<file path="src/common/oc_pkg.sv">
package oc_pkg;
    // port select values
    localparam logic       port_command       = 1'b0;
    localparam logic       port_mask          = 1'b1;
    // command word type field, bits 4 and 3
    localparam int         word_type_hi       = 4;
    localparam int         word_type_lo       = 3;
    localparam logic [1:0] type_end_rotate    = 2'b00;
    localparam logic [1:0] type_mode_select   = 2'b01;
    // end-and-rotate word fields
    localparam int         rotate_pos         = 7;
    localparam int         specific_pos       = 6;
    localparam int         eoi_pos            = 5;
    localparam int         level_hi           = 2;
    // mode word fields
    localparam int         smm_enable_pos     = 6;
    localparam int         smm_pos            = 5;
    localparam int         poll_pos           = 2;
    localparam int         read_reg_pos       = 1;
    localparam int         in_service_pos     = 0;
    // reset values
    localparam logic [7:0] mask_reset         = 8'h00;
    localparam logic [2:0] lowest_reset       = 3'h7;
    // poll answer layout
    localparam int         poll_flag_pos      = 7;
    // read source selection
    typedef enum logic [1:0] {
        read_request,
        read_in_service,
        read_poll
    } read_sel_t;
endpackage : oc_pkg

</file>
<file path="src/design/priority_pick.sv">
`timescale 1ns/1ps
// finds the highest-priority set bit given the current lowest level
module priority_pick #(
    parameter int WIDTH = 8
) (
    input  wire logic [WIDTH-1:0]         bits,
    input  wire logic [$clog2(WIDTH)-1:0] lowest,
    output logic                          found,
    output logic [$clog2(WIDTH)-1:0]      level
);
    localparam int LW = $clog2(WIDTH);

    // scan down from the lowest level, wrapping round; the last hit, nearest after the lowest, wins
    always_comb
    begin
        logic [LW-1:0] idx;
        found = 1'b0;
        level = '0;
        idx   = '0;
        for (int i = WIDTH - 1; i >= 0; i--)
        begin
            idx = LW'(lowest + LW'(1) + LW'(i));
            if (bits[idx])
            begin
                found = 1'b1;
                level = idx;
            end
        end
    end
endmodule : priority_pick

</file>
<file path="src/design/interrupt_operational_commands.sv">
`timescale 1ns/1ps
// Function
// command words accepted anytime, any order
// mask port write loads mask; read returns
// mask one blocks input n, zero enables
// mask read back with identical bit meaning
// command port bits 4,3 pick word type
// 1,0,0 enables, 0,0,0 disables auto rotation
// nonspecific end clears highest; 1,0,1 also rotates
// specific end clears named; 1,1,1 rotates; 0,1,0 nothing
// 1,1,0 sets priority from level field
// level field used only when specific set
// special mask follows bit when enable set
// poll bit issues poll, beats register read
// register read selects in-service or request
// host reaches ports at base offsets
// after init: request select, input 0 highest
// host disables interrupts while issuing words
// poll read returns flag and highest level
// rotation makes serviced level lowest priority
// read selection persists until next read word
module interrupt_operational_commands #(
    parameter int WIDTH = 8
) (
    input  wire logic             sys_clk,
    input  wire logic             reset,
    input  wire logic             init_start,
    input  wire logic             write_strobe,
    input  wire logic             read_strobe,
    input  wire logic             port_select_line,
    input  wire logic [7:0]       write_data,
    output logic      [7:0]       read_data,
    input  wire logic [WIDTH-1:0] pending_request_register,
    input  wire logic             acknowledge,
    input  wire logic             auto_end_of_interrupt,
    output logic      [WIDTH-1:0] request_mask_register,
    output logic      [WIDTH-1:0] in_service_register,
    output logic      [WIDTH-1:0] enabled_requests,
    output logic      [2:0]       lowest_level,
    output logic                  special_mask_mode,
    output logic                  auto_rotate,
    output logic                  irq_pending,
    output logic      [2:0]       irq_level
);
    localparam int LW = $clog2(WIDTH);

    // state registers
    logic [WIDTH-1:0]       mask_reg;     // request mask
    logic [WIDTH-1:0]       isr_reg;      // in-service bits
    logic [LW-1:0]          lowest_reg;   // lowest priority level
    logic                   smm_reg;      // special mask mode
    logic                   rot_reg;      // rotate in auto end
    oc_pkg::read_sel_t      sel_reg;      // persistent read select
    logic                   poll_reg;     // poll armed for next read
    logic [7:0]             rdata_reg;    // registered read data

    // decode of the write strobe
    wire cmd_wr  = write_strobe && port_select_line == oc_pkg::port_command;
    wire mask_wr = write_strobe && port_select_line == oc_pkg::port_mask;
    wire [1:0] wtype = write_data[oc_pkg::word_type_hi:oc_pkg::word_type_lo];
    wire er_wr   = cmd_wr && wtype == oc_pkg::type_end_rotate;
    wire ms_wr   = cmd_wr && wtype == oc_pkg::type_mode_select;

    // end-and-rotate word flags
    wire f_rot   = write_data[oc_pkg::rotate_pos];
    wire f_sl    = write_data[oc_pkg::specific_pos];
    wire f_eoi   = write_data[oc_pkg::eoi_pos];
    wire [2:0] f_level = write_data[oc_pkg::level_hi:0];
    wire [2:0] flags   = {f_rot, f_sl, f_eoi};

    // mode word flags
    wire f_special_mask_write_enable = write_data[oc_pkg::smm_enable_pos];
    wire f_smm  = write_data[oc_pkg::smm_pos];
    wire f_poll = write_data[oc_pkg::poll_pos];
    wire f_rr   = write_data[oc_pkg::read_reg_pos];
    wire f_ris  = write_data[oc_pkg::in_service_pos];

    // highest set in-service bit, for nonspecific end
    logic          isr_found;
    logic [LW-1:0] isr_top;
    priority_pick #(.WIDTH(WIDTH)) u_isr_pick (
        .bits   (isr_reg),
        .lowest (lowest_reg),
        .found  (isr_found),
        .level  (isr_top)
    );

    // highest unmasked pending request, for poll and outputs
    wire [WIDTH-1:0] req_ok = pending_request_register & ~mask_reg;
    logic          req_found;
    logic [LW-1:0] req_top;
    priority_pick #(.WIDTH(WIDTH)) u_req_pick (
        .bits   (req_ok),
        .lowest (lowest_reg),
        .found  (req_found),
        .level  (req_top)
    );

    // end-of-interrupt and rotation decode
    wire do_ns_eoi = er_wr && flags[1:0] == 2'b01;
    wire do_sp_eoi = er_wr && flags[1:0] == 2'b11;
    wire do_setpri = er_wr && flags == 3'b110;
    // level field only matters when specific flag set
    wire [LW-1:0] ns_level = isr_top;
    wire [LW-1:0] sp_level = LW'(f_level);
    wire [WIDTH-1:0] clr_ns = (do_ns_eoi && isr_found) ?
                              (WIDTH'(1) << ns_level) : '0;
    wire [WIDTH-1:0] clr_sp = do_sp_eoi ? (WIDTH'(1) << sp_level) : '0;
    // poll read acts as acknowledge of the top request
    wire poll_rd = read_strobe && poll_reg &&
                   port_select_line == oc_pkg::port_command;
    wire ack_any = (acknowledge || poll_rd) && req_found;
    wire [WIDTH-1:0] set_ack = (ack_any && !auto_end_of_interrupt) ?
                               (WIDTH'(1) << req_top) : '0;

    // next lowest-priority level, rotation makes serviced level lowest
    logic [LW-1:0] lowest_next;
    always_comb
    begin
        lowest_next = lowest_reg;
        if (do_ns_eoi && f_rot && isr_found)
            lowest_next = ns_level;
        else if (do_sp_eoi && f_rot)
            lowest_next = sp_level;
        else if (do_setpri)
            lowest_next = sp_level;
        else if (ack_any && auto_end_of_interrupt && rot_reg)
            lowest_next = req_top;
    end

    // mask register, written any time
    always_ff @(posedge sys_clk or posedge reset)
    begin
        if (reset)
            mask_reg <= oc_pkg::mask_reset;
        else if (init_start)
            mask_reg <= oc_pkg::mask_reset;
        else if (mask_wr)
            mask_reg <= write_data[WIDTH-1:0];
    end

    // in-service bits: acknowledge sets win over end clears
    always_ff @(posedge sys_clk or posedge reset)
    begin
        if (reset)
            isr_reg <= '0;
        else if (init_start)
            isr_reg <= '0;
        else
            isr_reg <= (isr_reg & ~(clr_ns | clr_sp)) | set_ack;
    end

    // priority base
    always_ff @(posedge sys_clk or posedge reset)
    begin
        if (reset)
            lowest_reg <= LW'(oc_pkg::lowest_reset);
        else if (init_start)
            lowest_reg <= LW'(oc_pkg::lowest_reset);
        else
            lowest_reg <= lowest_next;
    end

    // automatic rotation enable
    always_ff @(posedge sys_clk or posedge reset)
    begin
        if (reset)
            rot_reg <= 1'b0;
        else if (init_start)
            rot_reg <= 1'b0;
        else if (er_wr && flags[1:0] == 2'b00)
            rot_reg <= f_rot;
    end

    // special mask mode
    always_ff @(posedge sys_clk or posedge reset)
    begin
        if (reset)
            smm_reg <= 1'b0;
        else if (init_start)
            smm_reg <= 1'b0;
        else if (ms_wr && f_special_mask_write_enable)
            smm_reg <= f_smm;
    end

    // read selection and poll arming
    always_ff @(posedge sys_clk or posedge reset)
    begin
        if (reset)
        begin
            sel_reg  <= oc_pkg::read_request;
            poll_reg <= 1'b0;
        end
        else if (init_start)
        begin
            sel_reg  <= oc_pkg::read_request;
            poll_reg <= 1'b0;
        end
        else if (ms_wr && f_poll)
            poll_reg <= 1'b1;
        else if (ms_wr && f_rr)
            sel_reg  <= f_ris ? oc_pkg::read_in_service
                              : oc_pkg::read_request;
        else if (poll_rd || (read_strobe &&
                 port_select_line == oc_pkg::port_command))
            poll_reg <= 1'b0;
    end

    // read source selection
    wire [7:0] poll_word = {req_found, 4'h0, 3'(req_top)};
    logic [7:0] rdata_next;
    always_comb
    begin
        rdata_next = rdata_reg;
        if (read_strobe)
        begin
            if (port_select_line == oc_pkg::port_mask)
                rdata_next = 8'(mask_reg);
            else if (poll_reg)
                rdata_next = poll_word;
            else if (sel_reg == oc_pkg::read_in_service)
                rdata_next = 8'(isr_reg);
            else
                rdata_next = 8'(pending_request_register);
        end
    end

    always_ff @(posedge sys_clk or posedge reset)
    begin
        if (reset)
            rdata_reg <= 8'h00;
        else
            rdata_reg <= rdata_next;
    end

    // outputs
    assign read_data             = rdata_reg;
    assign request_mask_register = mask_reg;
    assign in_service_register   = isr_reg;
    assign enabled_requests      = req_ok;
    assign lowest_level          = 3'(lowest_reg);
    assign special_mask_mode     = smm_reg;
    assign auto_rotate           = rot_reg;
    assign irq_pending           = req_found;
    assign irq_level             = 3'(req_top);
endmodule : interrupt_operational_commands

</file>
<file path="config.mk">
export PLATFORM = sky130hd
export DESIGN_NAME = interrupt_operational_commands
export DESIGN_NICKNAME = d
export VERILOG_FILES = /design/src/common/oc_pkg.sv /design/src/design/priority_pick.sv /design/src/design/interrupt_operational_commands.sv
export SDC_FILE = /design/constraint.sdc
export NUM_CORES = 1
export LEC_CHECK = 0
export ABC_AREA = 1
export BUFFER_PORTS_ARGS = -buffer_cell sky130_fd_sc_hd__buf_2
export CAP_MARGIN = 20
export CORE_MARGIN = 4
export CORE_UTILIZATION = 61
export DETAILED_ROUTE_END_ITERATION = 8
export HOLD_SLACK_MARGIN = 0.06
export PLACE_DENSITY = 0.95
export SETUP_SLACK_MARGIN = 0.15
export SLEW_MARGIN = 40
export SYNTH_ARGS = -nofsm -noshare
export SYNTH_HDL_FRONTEND = slang
export SYNTH_SLANG_ARGS = --single-unit
</file>
<file path="constraint.sdc">
create_clock -name sys_clk -period 4.1 [get_ports sys_clk]
set_input_delay 0.615 -clock sys_clk [delete_from_list [all_inputs] [get_ports sys_clk]]
set_output_delay 0.615 -clock sys_clk [all_outputs]
set_load 0.01 [all_outputs]
</file>
# Yosys cells after proc, flatten, opt, wreduce, memory -nomap -nowiden
# Index checks and enable logic that the tools add are counted.
# Widths: inputs -> output; s select.
[op_classes]
eq_ne = 7
shifts = 3
bitwise = 7
n_mux = 90
order_cmp = 8
addsub = 8
reduce_logical = 35
[op_table]
columns = ["operator", "count"]
rows = [
  ["$mux 8", 9],
  ["$mux 3", 21],
  ["$bmux 1 s3", 16],
  ["$mux 1", 41],
  ["$lt 3x4->1 const B", 8],
  ["$shl 1x3->8 const A", 3],
  ["$logic_and 1x1->1", 22],
  ["$and 8x8->8", 2],
  ["$not 8->8", 2],
  ["$or 8x8->8", 2],
  ["$add 3x3->3 const B", 4],
  ["$reduce_bool 2->1", 4],
  ["$add 3x1->3 const B", 2],
  ["$add 3x2->3 const B", 2],
  ["$eq 2x1->1 const B", 3],
  ["$mux 2", 3],
  ["$reduce_bool 5->1", 1],
  ["$logic_not 2->1", 2],
  ["$reduce_and 2->1", 2],
  ["$eq 3x3->1 const B", 1],
  ["$ne 3x3->1 const B", 1],
  ["$reduce_bool 3->1", 1],
  ["$eq 2x2->1 const B", 1],
  ["$logic_or 1x1->1", 2],
  ["other kinds (3)", 3],
]
[word_totals]
input_bits = 24
output_inout_bits = 41
reg_bits = 32
wordCells = 166

# Longest topological paths before layout
# Gate-level depths: netlist of run 1.
[logic_depth]
ltp_word = 20
ltp_mapped = 24
mapped_depth_nobuf = 22

# Modules after synthesis
# A second synthesis of run 1 with hierarchy kept.
[unflattened]
hier_cells = 587
area_unflattened_um2 = 3445.8
[modules_own_cells]
columns = ["module", "seq_area_each_um2", "instances", "cells_each", "area_per_inst_um2"]
rows = [
  ["interrupt_operational_commands", 779.5, 1, 271, 1964.4],
  ["priority_pick", 0.0, 2, 158, 740.7],
]

# Worst setup path before layout of run 1
# No wires, ideal clock.
[synth_timing]
kind = "reg2out"
startpoint = "reg lowest_reg[0] (netlist: lowest_level[0])"
endpoint = "out irq_level[1]"
path_buffers = 3
path_stages_with_launch = 20
required_ps = 3485
path_slack_ps = 1075
arrival_ps = 2410
cell_sequence = "dfstp_2 > inv_2 > buf_6 > ha_1 > buf_6 > inv_4 > nand2_2 > nand2_4 > buf_6 > nand3_1 > nand3_2 > nand2_2 > a21oi_1 > nand3_1 > nand2_1 > nand2_1 > nand2_1 > nand2_2 > nand2_2 > inv_1"
[synth_between]
elab_chain_len = 12
word_cells_on_any_way = 32
classes_between = "add/sub: 8; mux: 24"
[synth_rtl]
columns = ["element", "line_no", "rtl"]
rows = [
  ["from (decl)", "interrupt_operational_commands.sv:50", "logic [LW-1:0] lowest_reg;"],
  ["from (signal assigned)", "interrupt_operational_commands.sv:157", "lowest_reg <= LW'(oc_pkg::lowest_reset);"],
  ["from (signal assigned)", "interrupt_operational_commands.sv:159", "lowest_reg <= LW'(oc_pkg::lowest_reset);"],
  ["from (signal assigned)", "interrupt_operational_commands.sv:161", "lowest_reg <= lowest_next;"],
  ["$add 3x1->3 *", "priority_pick.sv:22", "idx = LW'(lowest + LW'(1) + LW'(i));"],
  ["$add 3x3->3", "priority_pick.sv:22", ""],
  ["$bmux 1 s3", "priority_pick.sv:23", "if (bits[idx])"],
  ["$mux 1 (not written as such)", "priority_pick.sv:23", ""],
  ["$mux 3 (7 in series)", "priority_pick.sv:23", ""],
  ["$mux 3 *", "priority_pick.sv:23", ""],
  ["to (decl)", "interrupt_operational_commands.sv:43", "output logic [2:0] irq_level"],
]
# Every way passes the cells marked *; elsewhere a longest branch is shown, timed or not. The select of a mux whose other input is x is not followed.

# Worst setup path in the final report of run 1
# Ends and elaborated chain as after synthesis.

==> results.txt, run 1 <==
Clk_lat worst skew -> 0.29 ns
Post-synthesis sequential area ratio -> 23.30%
Fraction of registers with async set/reset -> 100.0%
PD cells -> 285.2 nW/µm²
Final WL -> 10,960 µm
Ordered cell list for the critical path -> inv_2, ha_4, inv_4, nand2_2, nand2_4, nand3_1, nand2_1, nand2_1, nand2_1, nor2_1, nand2_1, nand3_1, nand2_1, nand2_1, nand2_1, nand2_2, nand2_2, inv_1, buf_2
CTS Buf Count -> 5
Setup total negative slack -> 0 ns
Final Net Count -> 630
Final Skew -> 0.008609 ns
Worst-path clk slew -> 0.07 ns
Slew @ Worst Pin -> 0.4128 ns
Clk buf depth -> 2
Slowest stage delay, CP -> 0.53 ns
Detailed Place HPWL -> 8571 µm
Worst VDD drop -> 238.8 µV
Req. time, crit path -> 3.48 ns
Vias in the first global route -> 3,861
Min cycle time layout -> 3.593 ns
Critical Path Source Type -> flop
Crit path kind -> flop to primary output
Initial Util -> 64.28%
RSZ-0062 raised after global routing -> false
CP dominant cell by count -> nand2_1
Max-cap violations -> 0
Crit path DAT -> 2.98 ns
Drt pass-1 iters -> 5
Htree depth -> 2
Final setup viols -> 0
Cell area after synthesis -> 3346 µm²
Crit path max-delay family -> simple AND/OR/NAND/NOR gates
Worst slew margin -> 72.27%
Worst hold path class -> primary input to asynchronous set/reset pin
CTS tree -> done
Fmax -> 278.3 MHz
Largest net degree at the start of global routing -> 32
Average size of a mapped cell -> 6.162 µm²
Via density -> 6.077
I/O Buffers -> 64
Synthesis-stage register bit count -> 31
Final core occ -> 72.86%
Sink Count -> 31
Final Max Slew Viols -> 0
Layout cells sized above 1 -> 25.95%
Core box area -> 5205 µm²
Leak -> 2.036 nW
Status -> completed
Synth-to-layout area growth -> 13.35%
Post-synth EDFFs -> 0
Most frequent cells in the layout -> nand2_1, buf_2, inv_1
Routed via count -> 4,102
Max Fanout on Critical Path -> 23
Post-synth top flop -> dfrtp_1
Die H -> 82.06 µm
Period Utilization, post-route -> 87.64%
Commonest non-fill, non-tap cell in the layout -> nand2_1
Initial antenna violation count -> 0
GRT Resource Usage Total -> 34.44%
Syn Nets -> 569
Fin Hold WS -> 0.3906 ns
Setup crit end kind -> primary output
Buf/Inv on CP -> 4
Syn Inst Count -> 543
Num rows -> 26
Routed Antenna Nets -> 0
GP Congestion -> 1.054
Final Hold Vio Count -> 0
Synth Warn # -> 0
CTS root buf -> clkbuf_8
Total gr overflow -> 0
Die X -> 82.06 µm
Antenna cell count -> 0
Initial DRC count -> 453
First-pass GRT wire length -> 17,780 µm
Wirelength per Cell -> 16.24 µm
Residual DRC -> 0
Setup slack at placement -> 0.6244 ns
I/O pins -> 65
Area of the die -> 6734 µm²
Fin worst setup slack -> 0.5066 ns
Unique masters post-synth -> 40
CP max-delay cell -> dfstp_2
Fill cell count -> 427
-- where the power goes --
group | internal (W) | total (W) | switching (W)
clock | 0.000181 | 0.000308 | 0.000127
sequential | 0.000324 | 0.000339 | 0.0000150
combinational | 0.000136 | 0.000435 | 0.000299
total | 0.000641 | 0.00108 | 0.000441
-- worst reg2reg max path: cells and delay by family, from the launching register on --
family | cells | cell delay [ns]
AOI/OAI and AO/OA | 3 | 0.58
adders and majority gates | 1 | 0.42
buffers and inverters | 2 | 0.28
DFF | 1 | 0.53
and+or+nand+nor | 10 | 1.11
-- kinds of logic after synthesis --
kind of cell    after synthesis  synth area share [%]
simple gates                352                 50.75
buf+inv                      83                 11.26
compound gates               75                 13.95
flops                        31                 23.30
fa+ha+maj                     2                0.7478
-- cell type report --
class | count | area (µm²) | share of cell area [%]
Sequential cell | 31 | 779.5 | 20.55
Inverter | 70 | 267.8 | 7.060
Clock buffer | 5 | 68.82 | 1.815
Timing Repair Buffer | 67 | 342.8 | 9.040
Clock inverter | 3 | 43.79 | 1.155
Tap cell | 70 | 87.58 | 2.309
Multi-Input combinational cell | 429 | 2202 | 58.07
-- per-stage QoR --
stage | instances | power (W) | area [µm²]
finish | 675 | 0.001082 | 3792
global route | 675 | 0.001136 | 3792
CTS | 675 | 0.001068 | 3780
detailed placement | 667 | 0.0007614 | 3667
global placement | 667 | 0.0007542 | 3667
floorplan | 543 | 0.0006449 | 3346
-- path summary, 6_finish.rpt --
kind | from | end | slack [ns] | depth (start not counted)
worst max-delay path | lowest_level[0] | irq_level[1] | 0.51 | 19
worst min-delay path | reset | read_data[7] | 0.39 | 3
worst max register to register | lowest_level[0] | in_service_register[0] | 1.10 | 16
worst min register to register | read_data[7] | read_data[7] | 0.50 | 1
max in group asynchronous | reset | lowest_level[2] | 3.37 | 3
min in group sys_clk | read_data[7] | read_data[7] | 0.50 | 1
-- cell usage after synthesis (2+ instances only) --
master | count | area share [%]
o21ai_0 | 20 | 3.0
nand3_1 | 56 | 8.4
nor4_1 | 8 | 1.5
dfrtp_1 | 28 | 21
nand4_1 | 8 | 1.5
o221ai_1 | 4 | 1.0
dfstp_2 | 3 | 2.4
nor2_1 | 33 | 3.7
inv_4 | 2 | 0.37
o22ai_1 | 4 | 0.75
a21oi_2 | 8 | 2.1
clkinv_1 | 2 | 0.22
clkbuf_1 | 4 | 0.45
inv_2 | 6 | 0.67
nor2_4 | 2 | 0.67
nor2_2 | 7 | 1.3
o21bai_1 | 3 | 0.67
o21ai_2 | 2 | 0.52
nand2_4 | 5 | 1.7
buf_2 | 2 | 0.30
nor3_1 | 6 | 0.90
ha_1 | 2 | 0.75
buf_6 | 5 | 1.7
nand2_1 | 182 | 20
nand2_2 | 25 | 4.7
inv_1 | 60 | 6.7
nand3_2 | 17 | 5.1
a21oi_1 | 27 | 4.0
-- repair_timing --
item | 4_1_cts | 5_1_grt
hold buffers | 0 | 0
setup endpoints to repair | 0 | 3
gates resized for setup | 0 | 2
setup buffers | 0 | 0
hold endpoints to repair | 0 | 0
-- metal layers --
layer  wire length, µm  track usage (%)
met2              4988            56.30
met3              1268            6.250
met4               473            16.28
met5                 0                0
met1              4231            43.73
(Power assumes the default switching activity.)
==> run 2: changes to the inputs <==
--- a/config.mk
+++ b/config.mk
@@ -9,11 +9,11 @@
 export BUFFER_PORTS_ARGS = -buffer_cell sky130_fd_sc_hd__buf_2
 export CAP_MARGIN = 20
 export CORE_MARGIN = 4
-export CORE_UTILIZATION = 61
+export CORE_UTILIZATION = 57
 export DETAILED_ROUTE_END_ITERATION = 8
 export HOLD_SLACK_MARGIN = 0.06
-export PLACE_DENSITY = 0.95
-export SETUP_SLACK_MARGIN = 0.15
+export PLACE_DENSITY = 0.9
+export SETUP_SLACK_MARGIN = 0.4
 export SLEW_MARGIN = 40
 export SYNTH_ARGS = -nofsm -noshare
 export SYNTH_HDL_FRONTEND = slang
==> constraint.sdc (replaced) <==
create_clock -name sys_clk -period 3.9 [get_ports sys_clk]
set_input_delay 0.585 -clock sys_clk [delete_from_list [all_inputs] [get_ports sys_clk]]
set_output_delay 0.585 -clock sys_clk [all_outputs]
set_load 0.01 [all_outputs]
==> results.txt, run 2 (synthesis results as in run 1) <==
Worst hold path class -> primary input to asynchronous set/reset pin
Fmax -> 290.1 MHz
RR Endpoint -> lowest_level[1]
Setup total negative slack -> 0 ns
Final setup viols -> 0
R2R depth -> 20
Req. time, crit path -> 3.31 ns
Fill cell count -> 485
Footprint of the multi-input gates -> 2243 µm²
Final Hold Vio Count -> 0
Max Fanout on Critical Path -> 23
Status -> completed
CTS root buf -> clkbuf_8
RSZ-0062 raised after global routing -> true
CTS Buf Count -> 5
Min cycle time layout -> 3.447 ns
Final core occ -> 70.53%
Grt met1 use -> 40.96%
Die X -> 84.62 µm
Drt pass-1 iters -> 5
Worst VDD drop -> 189.4 µV
Layout cells sized above 1 -> 27.97%
GP Congestion -> 0.9941
I/O Buffers -> 64
Crit path DAT -> 2.86 ns
Wirelength per Cell -> 16.21 µm
First-pass GRT wire length -> 17,950 µm
Antenna cell count -> 0
Clk buf depth -> 2
GR peak layer -> met2
Htree depth -> 2
I/O pins -> 65
Num rows -> 27
Met2 usage -> 49.32%
Clk_lat worst skew -> 0.29 ns
Sink Count -> 31
Most frequent cells in the layout -> nand2_1, buf_2, inv_1
Max-cap violations -> 0
Worst-path clk slew -> 0.08 ns
Routed via count -> 4,130
Total gr overflow -> 0
Final Max Slew Viols -> 0
Slew @ Worst Pin -> 0.5659 ns
Residual DRC -> 0
Core box area -> 5608 µm²
Initial DRC count -> 522
Largest net degree at the start of global routing -> 24
Final WL -> 11,130 µm
Critical Path Source Type -> flop
Setup crit end kind -> primary output
Worst slew margin -> 62.23%
Initial Util -> 59.66%
R2r setup slk -> 0.94 ns
Hold buffers post-CTS -> 0
Origin of the critical flop-to-flop path -> lowest_level[0]
Die H -> 84.62 µm
Sequential Area -> 779.5 µm²
Fin worst setup slack -> 0.4531 ns
Final Skew -> 0.01552 ns
Synth-to-layout area growth -> 18.21%
Crit path kind -> flop to primary output
Detailed Place HPWL -> 8734 µm
Routed Antenna Nets -> 0
Setup slack at placement -> 0.4213 ns
PD cells -> 294.9 nW/µm²
CTS tree -> done
Area of the die -> 7160 µm²
Via density -> 6.012
Leak -> 2.113 nW
Initial antenna violation count -> 0
Final Net Count -> 640
Commonest non-fill, non-tap cell in the layout -> nand2_1
Period Utilization, post-route -> 88.38%
GRT Resource Usage Total -> 30.57%
Vias in the first global route -> 3,731
GR Layer Usage met3 -> 5.496%
## run 2: repair_timing
action	4_1_cts	5_1_grt
hold endpoints to repair	0	0
cloned	0	1
gates resized for setup	2	17
pin swaps	1	6
setup buffers	2	7
setup endpoints to repair	4	4
## run 2: where the power goes
group | switching, W | total [W] | internal, W
Combinational | 0.000321 | 0.000483 | 0.000162
Clock | 0.000136 | 0.000326 | 0.000190
Sequential | 0.0000168 | 0.000357 | 0.000340
## run 2: per-layer routing
layer  vias up  share of wire, %  wire length (µm)
li1       1927                 -                 -
met1      1888                41              4536
met2       279                46              5165
met3        36                10              1147
met4         0               2.5               283
met5         -                 0                 0
## run 2: layout make-up
class,count,share of cell area [%]
Clock inverter,3,1.107
Tap cell,72,2.278
Multi-Input combinational cell,429,56.72
Inverter,70,7.023
Timing Repair Buffer,77,11.42
Sequential cell,31,19.71
Clock buffer,5,1.740
## run 2: stage by stage
stage                     instance area [µm²]  hold slack (ns)  power [W]  cells
final                                    3955           0.3389   0.001166    687
after global routing                     3955           0.3670   0.001226    687
after CTS                                3810           0.3444   0.001127    679
after detailed placement                 3670           0.4934  0.0008007    669
after global placement                   3670           0.4769  0.0007913    669
after floorplan                          3346           0.5241  0.0006780    543
## run 2: worst max-delay path by stage
stage | from | end | slack, ns
CTS | lowest_level[0] | irq_level[1] | 0.43
global placement | lowest_level[0] | irq_level[1] | 0.51
floorplan | lowest_level[0] | irq_level[1] | 0.90
global route | lowest_level[0] | irq_level[1] | 0.33
finish | lowest_level[0] | irq_level[1] | 0.45
detailed placement | lowest_level[0] | irq_level[1] | 0.42
## run 2: worst max-delay path, stage by stage, from the launching register on
cell and delay, ns:
dfstp_2 0.61, inv_6 0.11, ha_4 0.34, buf_6 0.15, nand2_2 0.07, nand2_4 0.12, nand3_2 0.12, nand2_1 0.07
nand2_1 0.07, nand2_1 0.13, nor2_1 0.06, nand2_1 0.06, nand3_1 0.09, nand2_1 0.08, nand2_1 0.06, nand2_1 0.08
nand2_2 0.08, nand2_4 0.11, inv_1 0.04, buf_2 0.13
